**src/ser_pkg.sv**
```systemverilog
// package for the status event reporting block: command codes, bit
// positions, reset values and the command/answer carriers.
// assumes a command decoder outside that turns common commands into
// one-cycle requests on the command port.
package ser_pkg;

    // ----------------------------------------------------------------
    // bit positions
    // ----------------------------------------------------------------
    localparam int unsigned BIT_OPC = 0;
    localparam int unsigned BIT_QYE = 2;
    localparam int unsigned BIT_DDE = 3;
    localparam int unsigned BIT_EXE = 4;
    localparam int unsigned BIT_CME = 5;
    localparam int unsigned BIT_ESB = 5;
    localparam int unsigned BIT_MSS = 6;

    // ----------------------------------------------------------------
    // implemented-bit masks and reset values
    // ----------------------------------------------------------------
    localparam logic [7:0] EVT_IMPL_MASK = 8'h3d;
    localparam logic [7:0] SRE_IMPL_MASK = 8'hbf;
    localparam logic [7:0] REG_RESET = 8'h00;

    // ----------------------------------------------------------------
    // commands
    // ----------------------------------------------------------------
    typedef enum logic [2:0] {
        SER_CMD_STB_Q,
        SER_CMD_SRE_W,
        SER_CMD_SRE_Q,
        SER_CMD_ESR_Q,
        SER_CMD_ESE_W,
        SER_CMD_ESE_Q,
        SER_CMD_CLS
    } ser_cmd_t;

    typedef struct packed {
        logic valid;
        ser_cmd_t cmd;
        logic bit_sel;
        logic [2:0] bit_idx;
        logic [7:0] data;
    } ser_req_t;

    typedef struct packed {
        logic valid;
        logic [7:0] data;
    } ser_rsp_t;

    typedef struct packed {
        logic operation_complete_flag;
        logic query_error_flag;
        logic dde;
        logic execution_error_flag;
        logic command_error_flag;
    } ser_evt_t;

endpackage : ser_pkg

```
**src/ser_status.sv**
```systemverilog
// status event reporting block: sticky standard event flags, event and
// service request masks, status byte with summary bits.
// assumes synchronous one-cycle event pulses and one-cycle requests.
//
// Function
// (RULE_01) events set sticky flags until read or cleared
// (RULE_02) event flags read-only; query clears returned flags
// (RULE_03) enable register masks its event register
// (RULE_04) reset clears events, enables, status byte
// (RULE_05) status bit 5 from enabled event flags
// (RULE_06) status bit 6 from enabled status bits
// (RULE_07) enabled status bits raise service request
// (RULE_08) status byte read-only, whole or bit
// (RULE_09) service mask maps onto status byte
// (RULE_10) service mask bit 6 unwritable, reads zero
// (RULE_11) host writes and reads service mask
// (RULE_12) eight sticky flags cleared by read or clear; only five exist here (bits 0, 2, 3, 4, 5)
// (RULE_13) single-bit query clears only that flag
// (RULE_14) bit 0 set on operation complete
// (RULE_15) bit 2 set on output queue loss
// (RULE_16) bit 3 set on command queue overflow
// (RULE_17) bit 4 set on execution error
// (RULE_18) bit 5 set on command parse error
// (RULE_19) event mask ands flags into summary bit
// (RULE_20) clear command clears event flags at once
// (RULE_21) unimplemented bits read zero, ignore events
`timescale 1ns/10ps
`default_nettype none

module ser_status (
    input wire logic clk_sys_i,
    input wire logic rst_i,
    input wire ser_pkg::ser_req_t req_i,
    input wire ser_pkg::ser_evt_t evt_i,
    output ser_pkg::ser_rsp_t rsp_o,
    output logic srq_o,
    output logic [7:0] status_summary_byte_o
);

    // ----------------------------------------------------------------
    // registers
    // ----------------------------------------------------------------
    logic [7:0] standard_event_flags_reg;
    logic [7:0] standard_event_flags_next;
    logic [7:0] standard_event_mask_reg;
    logic [7:0] service_request_mask_reg;
    ser_pkg::ser_rsp_t rsp_reg;
    ser_pkg::ser_rsp_t rsp_next;
    logic srq_reg;
    logic [7:0] sb_reg;

    // ----------------------------------------------------------------
    // decode
    // ----------------------------------------------------------------
    wire logic do_stb_q = req_i.valid && req_i.cmd == ser_pkg::SER_CMD_STB_Q;
    wire logic do_sre_w = req_i.valid && req_i.cmd == ser_pkg::SER_CMD_SRE_W;
    wire logic do_sre_q = req_i.valid && req_i.cmd == ser_pkg::SER_CMD_SRE_Q;
    wire logic do_esr_q = req_i.valid && req_i.cmd == ser_pkg::SER_CMD_ESR_Q;
    wire logic do_ese_w = req_i.valid && req_i.cmd == ser_pkg::SER_CMD_ESE_W;
    wire logic do_ese_q = req_i.valid && req_i.cmd == ser_pkg::SER_CMD_ESE_Q;
    wire logic do_cls = req_i.valid && req_i.cmd == ser_pkg::SER_CMD_CLS;

    wire logic [7:0] sel_mask = req_i.bit_sel ?
        (8'h01 << req_i.bit_idx) : 8'hff;

    // incoming event pulses placed at their flag positions
    logic [7:0] evt_vec;
    always_comb begin
        evt_vec = 8'h00;
        evt_vec[ser_pkg::BIT_OPC] = evt_i.operation_complete_flag; // RULE_14
        evt_vec[ser_pkg::BIT_QYE] = evt_i.query_error_flag; // RULE_15
        evt_vec[ser_pkg::BIT_DDE] = evt_i.dde; // RULE_16
        evt_vec[ser_pkg::BIT_EXE] = evt_i.execution_error_flag; // RULE_17
        evt_vec[ser_pkg::BIT_CME] = evt_i.command_error_flag; // RULE_18
    end

    // a read clears only what it returned; an event in the same cycle
    // wins so nothing is lost
    wire logic [7:0] clr_vec = do_cls ? 8'hff : // RULE_20
        (do_esr_q ? sel_mask : 8'h00); // RULE_02 RULE_13
    assign standard_event_flags_next = ((standard_event_flags_reg
        & ~clr_vec) | evt_vec) & ser_pkg::EVT_IMPL_MASK; // RULE_01 RULE_12 RULE_21

    // ----------------------------------------------------------------
    // summary logic, from next values so outputs settle in one cycle
    // ----------------------------------------------------------------
    wire logic [7:0] ese_next = do_ese_w ? req_i.data
        : standard_event_mask_reg;
    wire logic [7:0] sre_next = do_sre_w ?
        (req_i.data & ser_pkg::SRE_IMPL_MASK)
        : service_request_mask_reg; // RULE_10 RULE_11
    wire logic esb_next = |(standard_event_flags_next & ese_next); // RULE_03 RULE_19
    logic [7:0] sb_low;
    always_comb begin
        sb_low = 8'h00;
        sb_low[ser_pkg::BIT_ESB] = esb_next; // RULE_05
    end
    wire logic mss_next = |(sb_low & sre_next); // RULE_06 RULE_09
    logic [7:0] sb_next;
    always_comb begin
        sb_next = sb_low;
        sb_next[ser_pkg::BIT_MSS] = mss_next; // RULE_21
    end

    // ----------------------------------------------------------------
    // query answers
    // ----------------------------------------------------------------
    logic [7:0] qval;
    always_comb begin
        qval = 8'h00;
        if (do_stb_q) begin
            qval = sb_reg; // RULE_08
        end else if (do_sre_q) begin
            qval = service_request_mask_reg; // RULE_11
        end else if (do_esr_q) begin
            qval = standard_event_flags_reg;
        end else if (do_ese_q) begin
            qval = standard_event_mask_reg;
        end
        rsp_next.valid = do_stb_q | do_sre_q | do_esr_q | do_ese_q;
        rsp_next.data = req_i.bit_sel ?
            {7'h00, qval[req_i.bit_idx]} : qval;
    end

    // ----------------------------------------------------------------
    // state
    // ----------------------------------------------------------------
    always_ff @(posedge clk_sys_i) begin
        if (rst_i) begin
            standard_event_flags_reg <= ser_pkg::REG_RESET; // RULE_04
            standard_event_mask_reg <= ser_pkg::REG_RESET;
            service_request_mask_reg <= ser_pkg::REG_RESET;
            sb_reg <= ser_pkg::REG_RESET;
            rsp_reg <= '0;
            srq_reg <= 1'b0;
        end else begin
            standard_event_flags_reg <= standard_event_flags_next;
            standard_event_mask_reg <= ese_next;
            service_request_mask_reg <= sre_next;
            sb_reg <= sb_next;
            rsp_reg <= rsp_next;
            srq_reg <= mss_next; // RULE_07
        end
    end

    assign rsp_o = rsp_reg;
    assign srq_o = srq_reg;
    assign status_summary_byte_o = sb_reg;

endmodule : ser_status

`default_nettype wire

```
**config.mk**
```make
export PLATFORM = sky130hd
export DESIGN_NAME = ser_status
export DESIGN_NICKNAME = d
export VERILOG_FILES = /design/src/ser_pkg.sv /design/src/ser_status.sv
export SDC_FILE = /design/constraint.sdc
export NUM_CORES = 1
export LEC_CHECK = 0
export ABC_AREA = 1
export ABC_CLOCK_PERIOD_IN_PS = 2300
export BUFFER_PORTS_ARGS = -buffer_cell sky130_fd_sc_hd__buf_2
export CELL_PAD_IN_SITES_DETAIL_PLACEMENT = 1
export CELL_PAD_IN_SITES_GLOBAL_PLACEMENT = 1
export CORE_MARGIN = 2
export CORE_UTILIZATION = 38
export CTS_CLUSTER_DIAMETER = 80
export DETAILED_ROUTE_END_ITERATION = 8
export PLACE_DENSITY = 0.9
export SLEW_MARGIN = 0
export SYNTH_ARGS = -nofsm -noshare
export SYNTH_HDL_FRONTEND = slang
export SYNTH_SLANG_ARGS = --single-unit
```
**constraint.sdc**
```tcl
create_clock -name clk_sys_i -period 2.3 [get_ports clk_sys_i]
set_clock_uncertainty 0.05 [all_clocks]
set_input_delay 0.345 -clock clk_sys_i [delete_from_list [all_inputs] [get_ports clk_sys_i]]
set_output_delay 0.345 -clock clk_sys_i [all_outputs]
set_load 0.01 [all_outputs]
```
==> flow_summary.rst, run 1 <==
.. list-table::
   :header-rows: 1

   * - Metric
     - Value
   * - Number of search-and-repair iterations in the first detailed-routing pass
     - 4
   * - Cell at the slowest stage of the critical path
     - sky130_fd_sc_hd__nor2_1
   * - Post-route DRC
     - 0
   * - Weighted congestion at the end of routability-driven global placement
     - 0.894
   * - Clk_lat worst skew
     - 280 ps
   * - Combinational Power Share
     - 0.122
   * - Antenna violation net count after detailed routing
     - 0
   * - Distinct cell type count after synthesis
     - 21
   * - Effective utilization at floorplan
     - 0.402
   * - Switching pwr
     - 0.296 mW
   * - Peak supply drop
     - 0.415 mV
   * - Share of layout cells above drive strength 1
     - 0.171
   * - Biggest fanout along the worst timing path
     - 10
   * - Maximum count of clock buffers along a single path
     - 2
   * - Post-synthesis compound-gate area fraction
     - 0.124
   * - Biggest cell delay along the critical path
     - 320 ps
   * - Post-synthesis adder-cell area fraction
     - 0
   * - Core Box Area
     - 3740 um^2
   * - Outcome
     - completed
   * - CTS tree
     - done
   * - Number of global-route vias before repair
     - 1448
   * - Xor and xnor area share after synthesis
     - 0
   * - Pin count of the biggest net entering global routing
     - 17
   * - Area growth from synthesis to layout
     - 17.6%
   * - Estimated wirelength of the detail-placed design
     - 3.28 mm
   * - Die Wd
     - 66.9 um
   * - CTS H-Tree Depth
     - 2
   * - Achievable clock frequency
     - 0.614 GHz
   * - Die Area
     - 4480 um^2
   * - Required time worst endpoint
     - 2420 ps
   * - TNS Setup
     - 0 ps
   * - Worst-case setup slack after placement
     - 439 ps
   * - Post-CTS repair timing setup buffer count
     - 0
   * - Total number of vias
     - 1484
   * - Die boundary height
     - 66.9 um
   * - Delay-heaviest family, CP
     - simple AND/OR/NAND/NOR gates
   * - Clock transition at the register clock pins on the worst setup and hold paths after CTS
     - 60 ps
   * - Startpoint type of the worst setup path
     - input pin
   * - Rows
     - 22
   * - Unrepaired setup endpoints after global routing
     - no
   * - Relative slew margins
     - 0.559
   * - Worst min-delay path category
     - input pin to flop
   * - CP Buf/Inv Count
     - 2
   * - Antenna diode instance count
     - 0
   * - Residual overflow from global routing
     - 0
   * - Kind of end point of the critical path
     - flop
   * - Number of vias per cell after detailed routing
     - 4.77
   * - Final-layout worst hold slack
     - 255 ps
   * - TritonCTS sink count
     - 31
   * - Max reg flops
     - 9
   * - Final Hold Vio Count
     - 0
   * - Proportion of synthesized chip area in sequential cells
     - 0.413
   * - Final layout net count
     - 285
   * - Commonest non-fill, non-tap cells in the layout
     - sky130_fd_sc_hd__nand2_1, sky130_fd_sc_hd__nor2_1, sky130_fd_sc_hd__inv_1, sky130_fd_sc_hd__buf_2, sky130_fd_sc_hd__dfxtp_1
   * - Setup slack of the critical path after layout
     - 673 ps
   * - Cell count after placement
     - 303
   * - Area fraction in and, or, nand and nor cells after synthesis
     - 0.329
   * - WL/cell
     - 13.0 um
   * - Max_cap viols
     - 0
   * - Flop pwr share
     - 0.510
   * - Mean post-synth cell area
     - 6.65 um^2
   * - Post-route fraction of the period consumed by the critical path
     - 0.708
   * - Pwr dens
     - 629 nW/um^2
   * - Top Ports
     - 41
   * - # hold bufs at CTS
     - 0
   * - Detailed router's first-iteration violation count
     - 52
   * - Portion of netlist area occupied by mux cells
     - 0
   * - Post-synthesis register bit count
     - 31
   * - Clock root cell
     - sky130_fd_sc_hd__clkbuf_8
   * - Total Routed Length
     - 4.05 mm
   * - Setup-failing EPs final
     - 0
   * - Gate Count Post-Synth
     - 226
   * - Cell-internal power
     - 0.816 mW
   * - Number of buffers inserted by port buffering
     - 34
   * - CP most frequent cell
     - sky130_fd_sc_hd__nor2_1
   * - Most common cell after layout, fill and taps aside
     - sky130_fd_sc_hd__nand2_1
   * - Post-route insts no fill
     - 311
   * - Global-route wire length before repair
     - 6.67 mm
   * - Antenna violations before repair
     - 0
   * - Cell chain of the critical path
     - buf_2 -> nor2_1 -> nand2_4 -> o21ai_0 -> inv_1 -> nand2_1 -> nand3_1 -> nor2_1 -> nor2_1
   * - Switching portion of total power
     - 0.266
   * - Part of the total power dissipated in the clock network
     - 0.367
   * - Slew of the pin with the lowest slew margin
     - 658 ps
   * - Global routing usage summed across all routing layers
     - 0.206
   * - Total chip power
     - 1.11 mW
   * - Synthesis warning total
     - 0
   * - Class of the most critical setup path
     - input pin to flop
   * - Largest family of logic cells by synthesized area
     - simple AND/OR/NAND/NOR gates
   * - Minimum clock period
     - 1630 ps
   * - Static leakage power
     - 0.927 nW
   * - Number of buffers created by CTS
     - 5
   * - CP Data Arrival Time
     - 1740 ps
   * - Post-Syn Area
     - 1500 um^2
   * - Max-slew violation count
     - 0
   * - Count of cells resized by post-cts repair
     - 0
power by group through the flow:
stage               Clock [mW]  Sequential (mW)  Combinational [mW]
global placement             0            0.579               0.131
global route             0.442            0.569               0.157
finish                   0.408            0.568               0.136
CTS                      0.420            0.568               0.137
floorplan                    0            0.578              0.0900
detailed placement           0            0.579               0.136
worst register-to-register path, cell delays in order, from the launching register on:
cell and delay [ps]:
sky130_fd_sc_hd__dfxtp_1 330, sky130_fd_sc_hd__or2_1 230, sky130_fd_sc_hd__o21a_1 130, sky130_fd_sc_hd__nand2_1 60, sky130_fd_sc_hd__nand3_1 80, sky130_fd_sc_hd__nor2_1 240, sky130_fd_sc_hd__nor2_1 80
synthesized netlist by cell type (all sizes together):
library cell,instances,area [um^2]
nand4,2,12.5
clkbuf,2,7.51
nand3,22,110
nand2,47,184
o21bai,1,7.51
o21ai,16,80.1
nor3,2,10.0
inv,35,134
o21a,4,30.0
or2,4,25.0
buf,8,57.6
a31o,1,8.76
conb,1,3.75
dfxtp,31,621
a21oi,12,60.1
nor2,38,153
routing by layer:
layer / vias up / share of wire / GRT usage / routed length, um
met5: - / 0 / 0 / 0
met4: 0 / 0.018 / 0.0638 / 71
met3: 7 / 0.038 / 0.0557 / 155
met2: 28 / 0.50 / 0.359 / 2020
met1: 684 / 0.45 / 0.246 / 1810
li1: 765 / - / - / -
layout make-up:
cell class                 count  area [um^2]
sequential                    31          621
tap                           48         60.1
inverter                      35          134
clock buffer                   7         76.3
clock inverter                 1         5.00
fill                         528         1970
timing repair buffer          34          170
multi-input combinational    155          703
cells by family (layout without fill, tap and decap cells):
kind of cell | count (synthesis) | count (layout)
buffers and inverters | 45 | 77
other | 1 | 6
AO/OA/AOI/OAI | 34 | 34
flip-flops | 31 | 31
AND/OR/NAND/NOR | 115 | 115
path summary, 6_finish.rpt:
path	start	to	slack [ps]	depth (start not counted)
min reg2reg	service_request_mask_reg[0]	service_request_mask_reg[0]	430	2
max	req_i[12]	srq_o	670	9
min	req_i[2]	service_request_mask_reg[2]	260	3
max reg2reg	standard_event_mask_reg[2]	srq_o	990	6
per-stage QoR:
stage,area [um^2],utilization
after global placement,1690,0.451
after global routing,1770,0.473
after floorplan,1520,-
after detailed placement,1690,0.451
final,1770,0.473
after CTS,1770,0.473
(Power assumes the default switching activity.)
==> run 2: changes to the inputs <==
--- a/config.mk
+++ b/config.mk
@@ -5,8 +5,8 @@
 export SDC_FILE = /design/constraint.sdc
 export NUM_CORES = 1
 export LEC_CHECK = 0
-export ABC_AREA = 1
-export ABC_CLOCK_PERIOD_IN_PS = 2300
+export ABC_AREA = 0
+export ABC_CLOCK_PERIOD_IN_PS = 1700
 export BUFFER_PORTS_ARGS = -buffer_cell sky130_fd_sc_hd__buf_2
 export CELL_PAD_IN_SITES_DETAIL_PLACEMENT = 1
 export CELL_PAD_IN_SITES_GLOBAL_PLACEMENT = 1
@@ -14,7 +14,7 @@
 export CORE_UTILIZATION = 38
 export CTS_CLUSTER_DIAMETER = 80
 export DETAILED_ROUTE_END_ITERATION = 8
-export PLACE_DENSITY = 0.9
+export PLACE_DENSITY = 0.84
 export SLEW_MARGIN = 0
 export SYNTH_ARGS = -nofsm -noshare
 export SYNTH_HDL_FRONTEND = slang
==> constraint.sdc (replaced) <==
create_clock -name clk_sys_i -period 1.7 [get_ports clk_sys_i]
set_clock_uncertainty 0.05 [all_clocks]
set_input_delay 0.255 -clock clk_sys_i [delete_from_list [all_inputs] [get_ports clk_sys_i]]
set_output_delay 0.255 -clock clk_sys_i [all_outputs]
set_load 0.01 [all_outputs]
==> flow_summary.rst, run 2 <==
.. list-table::
   :header-rows: 1

   * - Metric
     - Value
   * - Biggest fanout along the worst timing path
     - 3 (was 10)
   * - Die boundary height
     - 68.0 um (was 66.9 um)
   * - Final instance area
     - 1860 um^2 (was 1770 um^2)
   * - Mean post-synth cell area
     - 9.20 um^2 (was 6.65 um^2)
   * - Total number of vias
     - 1413 (was 1484)
   * - Required time worst endpoint
     - 1830 ps (was 2420 ps)
   * - Final Hold Vio Count
     - 0 (unchanged)
   * - Number of buffers inserted by port buffering
     - 34 (unchanged)
   * - Residual overflow from global routing
     - 0 (unchanged)
   * - Detailed router's first-iteration violation count
     - 77 (was 52)
   * - Pin count of the biggest net entering global routing
     - 24 (was 17)
   * - Setup slack of the critical path after layout
     - 171 ps (was 673 ps)
   * - Antenna diode instance count
     - 0 (unchanged)
   * - Top Ports
     - 41 (unchanged)
   * - Setup-failing EPs final
     - 0 (unchanged)
   * - Global-route wire length before repair
     - 6.92 mm (was 6.67 mm)
   * - Top-count cell post-synth
     - sky130_fd_sc_hd__dfxtp_1 (was sky130_fd_sc_hd__nand2_1)
   * - Core Box Area
     - 3970 um^2 (was 3740 um^2)
   * - Most common cell after layout, fill and taps aside
     - sky130_fd_sc_hd__buf_2 (was sky130_fd_sc_hd__nand2_1)
   * - Part of the total power dissipated in the clock network
     - 0.370 (was 0.367)
   * - Area growth from synthesis to layout
     - 19.4% (was 17.6%)
   * - Rows
     - 23 (was 22)
   * - Kind of end point of the critical path
     - flop (unchanged)
   * - Delay-heaviest family, CP
     - compound AO/OA/AOI/OAI gates (was simple AND/OR/NAND/NOR gates)
   * - Worst-case setup slack after placement
     - -59.8 ps (was 439 ps)
   * - Total area of multi-input combinational cells
     - 813 um^2 (was 703 um^2)
   * - Placement Cell Area
     - 1770 um^2 (was 1690 um^2)
   * - Footprint of the flip-flops and latches
     - 621 um^2 (unchanged)
   * - Cell chain of the critical path
     - nor3b_1 -> o211ai_1 -> o221ai_1 -> o211ai_1 -> a222oi_1 (was buf_2 -> nor2_1 -> nand2_4 -> o21ai_0 -> inv_1 -> nand2_1 -> nand3_1 -> nor2_1 -> nor2_1)
   * - Switching portion of total power
     - 0.268 (was 0.266)
   * - Antenna violation net count after detailed routing
     - 0 (unchanged)
   * - Die Area
     - 4620 um^2 (was 4480 um^2)
   * - Post-CTS repair timing setup buffer count
     - 0 (unchanged)
   * - Number of synthesized flops with an enable pin
     - 0 (unchanged)
   * - Pwr dens
     - 826 nW/um^2 (was 629 nW/um^2)
   * - Stages on the worst setup path
     - 5 (was 9)
   * - Post-synthesis register bit count
     - 31 (unchanged)
   * - Synth cell count leaders
     - sky130_fd_sc_hd__dfxtp_1, sky130_fd_sc_hd__nor2_1, sky130_fd_sc_hd__mux2i_1, sky130_fd_sc_hd__buf_4, sky130_fd_sc_hd__nor2b_1 (was sky130_fd_sc_hd__nand2_1, sky130_fd_sc_hd__nor2_1, sky130_fd_sc_hd__inv_1, sky130_fd_sc_hd__dfxtp_1, sky130_fd_sc_hd__nand3_1)
   * - Top cell type by total area after synthesis
     - sky130_fd_sc_hd__dfxtp_1 (unchanged)
   * - CTS tree
     - done (unchanged)
   * - Leading post-synthesis cells by cell area
     - sky130_fd_sc_hd__dfxtp_1, sky130_fd_sc_hd__mux2i_1, sky130_fd_sc_hd__nor2_1 (was sky130_fd_sc_hd__dfxtp_1, sky130_fd_sc_hd__nand2_1, sky130_fd_sc_hd__nor2_1)
   * - Number of global-route vias before repair
     - 1420 (was 1448)
   * - Critical R2R Launch
     - srq_o (was standard_event_mask_reg[2])
   * - Synthesis warning total
     - 0 (unchanged)
   * - Clock root cell
     - sky130_fd_sc_hd__clkbuf_8 (unchanged)
   * - Portion of synthesized cell area occupied by the leading cell type
     - 0.399 (was 0.413)
   * - Crit path from
     - srq_o (was req_i[12])
   * - Max-slew violation count
     - 0 (unchanged)
   * - Weighted congestion at the end of routability-driven global placement
     - 0.904 (was 0.894)
   * - Commonest non-fill, non-tap cells in the layout
     - sky130_fd_sc_hd__buf_2, sky130_fd_sc_hd__dfxtp_1, sky130_fd_sc_hd__nor2_1 (was sky130_fd_sc_hd__nand2_1, sky130_fd_sc_hd__nor2_1, sky130_fd_sc_hd__inv_1, sky130_fd_sc_hd__buf_2, sky130_fd_sc_hd__dfxtp_1)
   * - Distinct cell type count after synthesis
     - 46 (was 21)
   * - Post-Syn Area
     - 1560 um^2 (was 1500 um^2)
   * - R2r endpoint
     - rsp_o[0] (was srq_o)
   * - Worst R2R Path Depth
     - 5 (was 6)
   * - Cell at the slowest stage of the critical path
     - sky130_fd_sc_hd__dfxtp_1 (was sky130_fd_sc_hd__nor2_1)
   * - Post-route DRC
     - 0 (unchanged)
   * - Achievable clock frequency
     - 0.654 GHz
   * - Post-route fraction of the period consumed by the critical path
     - 0.899
   * - Share of synthesized flip-flops with an asynchronous set or reset
     - 0 (unchanged)
   * - Max_cap viols
     - 0 (unchanged)
   * - Global routing usage summed across all routing layers
     - 0.209 (was 0.206)
   * - Peak supply drop
     - 0.333 mV (was 0.415 mV)
   * - Antenna violations before repair
     - 0 (unchanged)
   * - Maximum count of clock buffers along a single path
     - 2 (unchanged)
   * - Biggest cell delay along the critical path
     - 360 ps (was 320 ps)
   * - Final-layout worst hold slack
     - 156 ps (was 255 ps)
   * - Unrepaired setup endpoints after global routing
     - no (unchanged)
   * - Total Routed Length
     - 4.44 mm (was 4.05 mm)
   * - Reg-to-reg setup timing slack
     - 170 ps (was 990 ps)
   * - CP Data Arrival Time
     - 1660 ps (was 1740 ps)
   * - Count of cells resized by post-cts repair
     - 0 (unchanged)
   * - Class of the most critical setup path
     - flop to flop (was input pin to flop)
   * - CP Buf/Inv Count
     - 0 (was 2)
   * - Gate Count Post-Synth
     - 169 (was 226)
   * - CP most frequent cell
     - sky130_fd_sc_hd__o211ai_1 (was sky130_fd_sc_hd__nor2_1)
   * - Die Wd
     - 68.0 um (was 66.9 um)
   * - # hold bufs at CTS
     - 0 (unchanged)
   * - CTS H-Tree Depth
     - 2 (unchanged)
   * - Share of layout cells above drive strength 1
     - 0.286 (was 0.171)
   * - Number of vias per cell after detailed routing
     - 5.43 (was 4.77)
   * - Startpoint type of the worst setup path
     - flop (was input pin)
   * - Static leakage power
     - 0.787 nW (was 0.927 nW)
   * - Worst min-delay path category
     - input pin to flop (unchanged)
   * - Flop pwr share
     - 0.496 (was 0.510)
   * - Minimum clock period
     - 1530 ps
   * - Outcome
     - completed (unchanged)
   * - Clock transition at the register clock pins on the worst setup and hold paths after CTS
     - 70 ps (was 60 ps)
   * - Number of buffers created by CTS
     - 5 (unchanged)
   * - Termination of the worst setup path
     - rsp_o[0] (was srq_o)
   * - Filler cell count
     - 504 (was 528)
   * - Clk_lat worst skew
     - 290 ps (was 280 ps)
   * - Dominant synthesized flop cell
     - sky130_fd_sc_hd__dfxtp_1 (unchanged)
   * - Estimated wirelength of the detail-placed design
     - 3.35 mm (was 3.28 mm)
   * - TritonCTS sink count
     - 31 (unchanged)
   * - WL/cell
     - 17.1 um (was 13.0 um)
   * - Proportion of synthesized chip area in sequential cells
     - 0.399 (was 0.413)
   * - Effective utilization at floorplan
     - 0.392 (was 0.402)
   * - Number of search-and-repair iterations in the first detailed-routing pass
     - 4 (unchanged)
   * - Final layout net count
     - 232 (was 285)
   * - Max reg flops
     - 9 (unchanged)
   * - Combinational Power Share
     - 0.134 (was 0.122)
   * - Switching pwr
     - 0.411 mW (was 0.296 mW)
   * - Cell-internal power
     - 1.12 mW (was 0.816 mW)
-- run 2: cell types whose count changed after synthesis, sizes merged, moves of 12 or more --
cell / before / now
nor2: 38 / 26
inv: 35 / 5
nand3: 22 / 0
nand2: 47 / 6
o21ai: 16 / 2
mux2i: 0 / 16
-- run 2: final cells by class --
class / instances / area share
Multi-Input combinational cell: 120 / 0.438
Sequential cell: 31 / 0.334
Timing Repair Buffer: 46 / 0.140
Clock buffer: 7 / 0.0411
Tap cell: 50 / 0.0337
Inverter: 5 / 0.0101
Clock inverter: 1 / 0.00270
-- run 2: routing by layer --
metal  track usage  wire length, um
met1         0.233             1780
met2         0.369             2320
met3        0.0395              269
met4         0.118               74
met5             0                0
-- run 2: worst min-delay path by stage --
stage / from / cells past startpoint / slack, ps / end
floorplan: evt_i[3] / 2 / 340 / standard_event_flags_reg[2]
global placement: service_request_mask_reg[2] / 2 / 430 / service_request_mask_reg[2]
detailed placement: standard_event_mask_reg[6] / 2 / 440 / standard_event_mask_reg[6]
CTS: req_i[6] / 3 / 160 / standard_event_mask_reg[6]
global route: evt_i[3] / 3 / 200 / standard_event_flags_reg[2]
finish: req_i[6] / 3 / 160 / standard_event_mask_reg[6]
-- run 2: cells by family (layout without fill, tap and decap cells) --
| family | Yosys count | in the layout | share of synthesized area |
|---|---|---|---|
| multiplexers | 18 | 18 | 0.120 |
| other | 1 | 6 | 0.00241 |
| AND/OR/NAND/NOR | 60 | 60 | 0.202 |
| buffers and inverters | 23 | 59 | 0.0933 |
| flip-flops | 31 | 31 | 0.399 |
| AO/OA/AOI/OAI | 36 | 36 | 0.183 |
-- run 2: metrics by stage --
stage	TNS (ps)	utilization	std cells	total power, mW
finish	0	0.468	260	1.53
global route	0	0.468	260	1.59
CTS	0	0.466	260	1.54
detailed placement	-113	0.446	252	0.977
global placement	-128	0.446	252	0.971
floorplan	0	-	174	0.908
-- run 2: power groups by stage --
stage / registers (mW) / logic, mW / clock network, mW
after CTS: 0.760 / 0.205 / 0.575
after detailed placement: 0.776 / 0.201 / 0
after global routing: 0.761 / 0.226 / 0.601
after floorplan: 0.774 / 0.134 / 0
final: 0.760 / 0.206 / 0.567
after global placement: 0.774 / 0.197 / 0
-- run 2: worst min-delay path: cells and delay by family --
kind,cells,cell delay [ps]
mux,1,60
buf+inv,1,80
simple gates,1,70
==> run 3: changes to the inputs <==
--- a/config.mk
+++ b/config.mk
@@ -15,6 +15,7 @@
 export CTS_CLUSTER_DIAMETER = 80
 export DETAILED_ROUTE_END_ITERATION = 8
 export PLACE_DENSITY = 0.84
+export RECOVER_POWER = 25
 export SLEW_MARGIN = 0
 export SYNTH_ARGS = -nofsm -noshare
 export SYNTH_HDL_FRONTEND = slang
==> flow_summary.rst, run 3 (same netlist as run 2, synthesis figures left out) <==
.. list-table::
   :header-rows: 1

   * - Metric
     - Value
   * - Number of vias per cell after detailed routing
     - 5.46 (was 5.43)
   * - CP Data Arrival Time
     - 1650 ps (was 1660 ps)
   * - Worst R2R Path Depth
     - 5 (unchanged)
   * - Rows
     - 23 (unchanged)
   * - Clk_lat worst skew
     - 280 ps (was 290 ps)
   * - Detailed router's first-iteration violation count
     - 69 (was 77)
   * - TNS Setup
     - 0 ps (unchanged)
   * - Peak supply drop
     - 0.330 mV (was 0.333 mV)
   * - Kind of end point of the critical path
     - flop (unchanged)
   * - Post-route DRC
     - 0 (unchanged)
   * - Maximum count of clock buffers along a single path
     - 2 (unchanged)
   * - Effective utilization at floorplan
     - 0.392 (unchanged)
   * - Number of buffers inserted by port buffering
     - 34 (unchanged)
   * - Static leakage power
     - 0.756 nW (was 0.787 nW)
   * - Final layout net count
     - 232 (unchanged)
   * - Global-route wire length before repair
     - 6.92 mm (unchanged)
   * - Top Ports
     - 41 (unchanged)
   * - Most common cell after layout, fill and taps aside
     - sky130_fd_sc_hd__dfxtp_1 (was sky130_fd_sc_hd__buf_2)
   * - Worst hold path cell count
     - 3 (unchanged)
   * - TritonCTS sink count
     - 31 (unchanged)
   * - Total number of vias
     - 1419 (was 1413)
   * - CP most frequent cell
     - sky130_fd_sc_hd__o211ai_1 (unchanged)
   * - Clock root cell
     - sky130_fd_sc_hd__clkbuf_8 (unchanged)
   * - Antenna violations before repair
     - 0 (unchanged)
   * - Max reg flops
     - 9 (unchanged)
   * - Core Box Area
     - 3970 um^2 (unchanged)
   * - Startpoint type of the worst setup path
     - flop (unchanged)
   * - Worst-case setup slack after placement
     - -59.8 ps (unchanged)
   * - Biggest fanout along the worst timing path
     - 3 (unchanged)
   * - Global routing usage summed across all routing layers
     - 0.209 (unchanged)
   * - Die Area
     - 4620 um^2 (unchanged)
   * - Number of global-route vias before repair
     - 1420 (unchanged)
   * - Weighted congestion at the end of routability-driven global placement
     - 0.904 (unchanged)
   * - Total chip power
     - 1.53 mW (about the same)
   * - Unrepaired setup endpoints after global routing
     - no (unchanged)
   * - Reg-to-reg setup timing slack
     - 190 ps (was 170 ps)
   * - Pwr dens
     - 828 nW/um^2 (was 826 nW/um^2)
   * - Outcome
     - completed (unchanged)
   * - Area growth from synthesis to layout
     - 18.8% (was 19.4%)
   * - Commonest non-fill, non-tap cells in the layout
     - sky130_fd_sc_hd__dfxtp_1, sky130_fd_sc_hd__buf_2, sky130_fd_sc_hd__nor2_1 (was sky130_fd_sc_hd__buf_2, sky130_fd_sc_hd__dfxtp_1, sky130_fd_sc_hd__nor2_1)
   * - Required time worst endpoint
     - 1830 ps (about the same)
   * - WL/cell
     - 17.1 um (about the same)
   * - Die Wd
     - 68.0 um (unchanged)
   * - Die boundary height
     - 68.0 um (unchanged)
   * - Cell at the slowest stage of the critical path
     - sky130_fd_sc_hd__dfxtp_1 (unchanged)
   * - Clock transition at the register clock pins on the worst setup and hold paths after CTS
     - 70 ps (about the same)
   * - Worst min-delay path category
     - input pin to flop (unchanged)
   * - Antenna diode instance count
     - 0 (unchanged)
   * - Biggest cell delay along the critical path
     - 360 ps (about the same)
   * - Max-slew violation count
     - 0 (unchanged)
   * - Cell chain of the critical path
     - nor3b_1 -> o211ai_1 -> o221ai_1 -> o211ai_1 -> a222oi_1 (unchanged)
   * - Final Hold Vio Count
     - 0 (unchanged)
   * - Class of the most critical setup path
     - flop to flop (unchanged)
   * - Minimum clock period
     - 1510 ps (was 1530 ps)
   * - Share of layout cells above drive strength 1
     - 0.252 (was 0.286)
   * - Residual overflow from global routing
     - 0 (unchanged)
   * - Setup-failing EPs final
     - 0 (unchanged)
   * - Filler cell count
     - 504 (unchanged)
   * - Total Routed Length
     - 4.45 mm (was 4.44 mm)
   * - Number of search-and-repair iterations in the first detailed-routing pass
     - 4 (unchanged)
   * - Estimated wirelength of the detail-placed design
     - 3.35 mm (unchanged)
   * - Pin count of the biggest net entering global routing
     - 24 (unchanged)
   * - Antenna violation net count after detailed routing
     - 0 (unchanged)
   * - Post-route fraction of the period consumed by the critical path
     - 0.890 (was 0.899)
   * - Setup slack of the critical path after layout
     - 187 ps (was 171 ps)
   * - Number of buffers created by CTS
     - 5 (unchanged)
   * - Achievable clock frequency
     - 0.661 GHz (was 0.654 GHz)
   * - Final-layout worst hold slack
     - 158 ps (was 156 ps)
   * - CTS H-Tree Depth
     - 2 (unchanged)
   * - Max_cap viols
     - 0 (unchanged)
   * - CTS tree
     - done (unchanged)
-- run 3: changes by cell type in the layout (fill, tap and decap cells not counted) --
cell	previous run	this run
sky130_fd_sc_hd__clkbuf_1	2	9
sky130_fd_sc_hd__buf_2	34	27
-- run 3: where the power goes --
part           total [mW]  internal (mW)  switching [mW]
Clock               0.565          0.287           0.278
Sequential          0.760          0.748          0.0127
Combinational       0.205         0.0873           0.118
-- run 3: final cells by class --
type | count | area [um^2] | share of cell area
well taps | 50 | 62.6 | 0.0339
repair buffers | 46 | 251 | 0.136
clock buffers | 7 | 76.3 | 0.0413
inverters | 5 | 18.8 | 0.0102
multi-input cells | 120 | 813 | 0.440
clock inverters | 1 | 5.00 | 0.00271
flip-flops and latches | 31 | 621 | 0.336
-- run 3: path summary, 6_finish.rpt --
check / end / from
worst max register to register: rsp_o[0] / srq_o
worst min-delay path: standard_event_mask_reg[6] / req_i[6]
worst min register to register: service_request_mask_reg[3] / service_request_mask_reg[3]
worst max-delay path: rsp_o[0] / srq_o
-- run 3: repair_timing --
item                       4_1_cts  5_1_grt
setup endpoints to repair        0        1
buffers inserted                 0        0
hold buffers                     0        0
gates resized for setup          0        1
-- run 3: worst max-delay path, delay by kind of cell (launching register included) --
| family | cells | cell delay (ps) |
|---|---|---|
| AOI/OAI and AO/OA | 4 | 790 |
| DFF | 1 | 360 |
| and+or+nand+nor | 1 | 210 |
-- run 3: metal layers --
layer  global-route usage  part of all wire  up-vias
met5                    0                 0        -
met1                0.233              0.41      695
li1                     -                 -      667
met2                0.369              0.52       48
met3               0.0395             0.047        9
met4                0.118             0.021        0
-- run 3: stage by stage --
| step | area (um^2) | util | instances |
|---|---|---|---|
| floorplan | 1570 | - | 174 |
| detailed placement | 1770 | 0.446 | 252 |
| global route | 1850 | 0.465 | 260 |
| finish | 1850 | 0.465 | 260 |
| global placement | 1770 | 0.446 | 252 |
| CTS | 1850 | 0.466 | 260 |
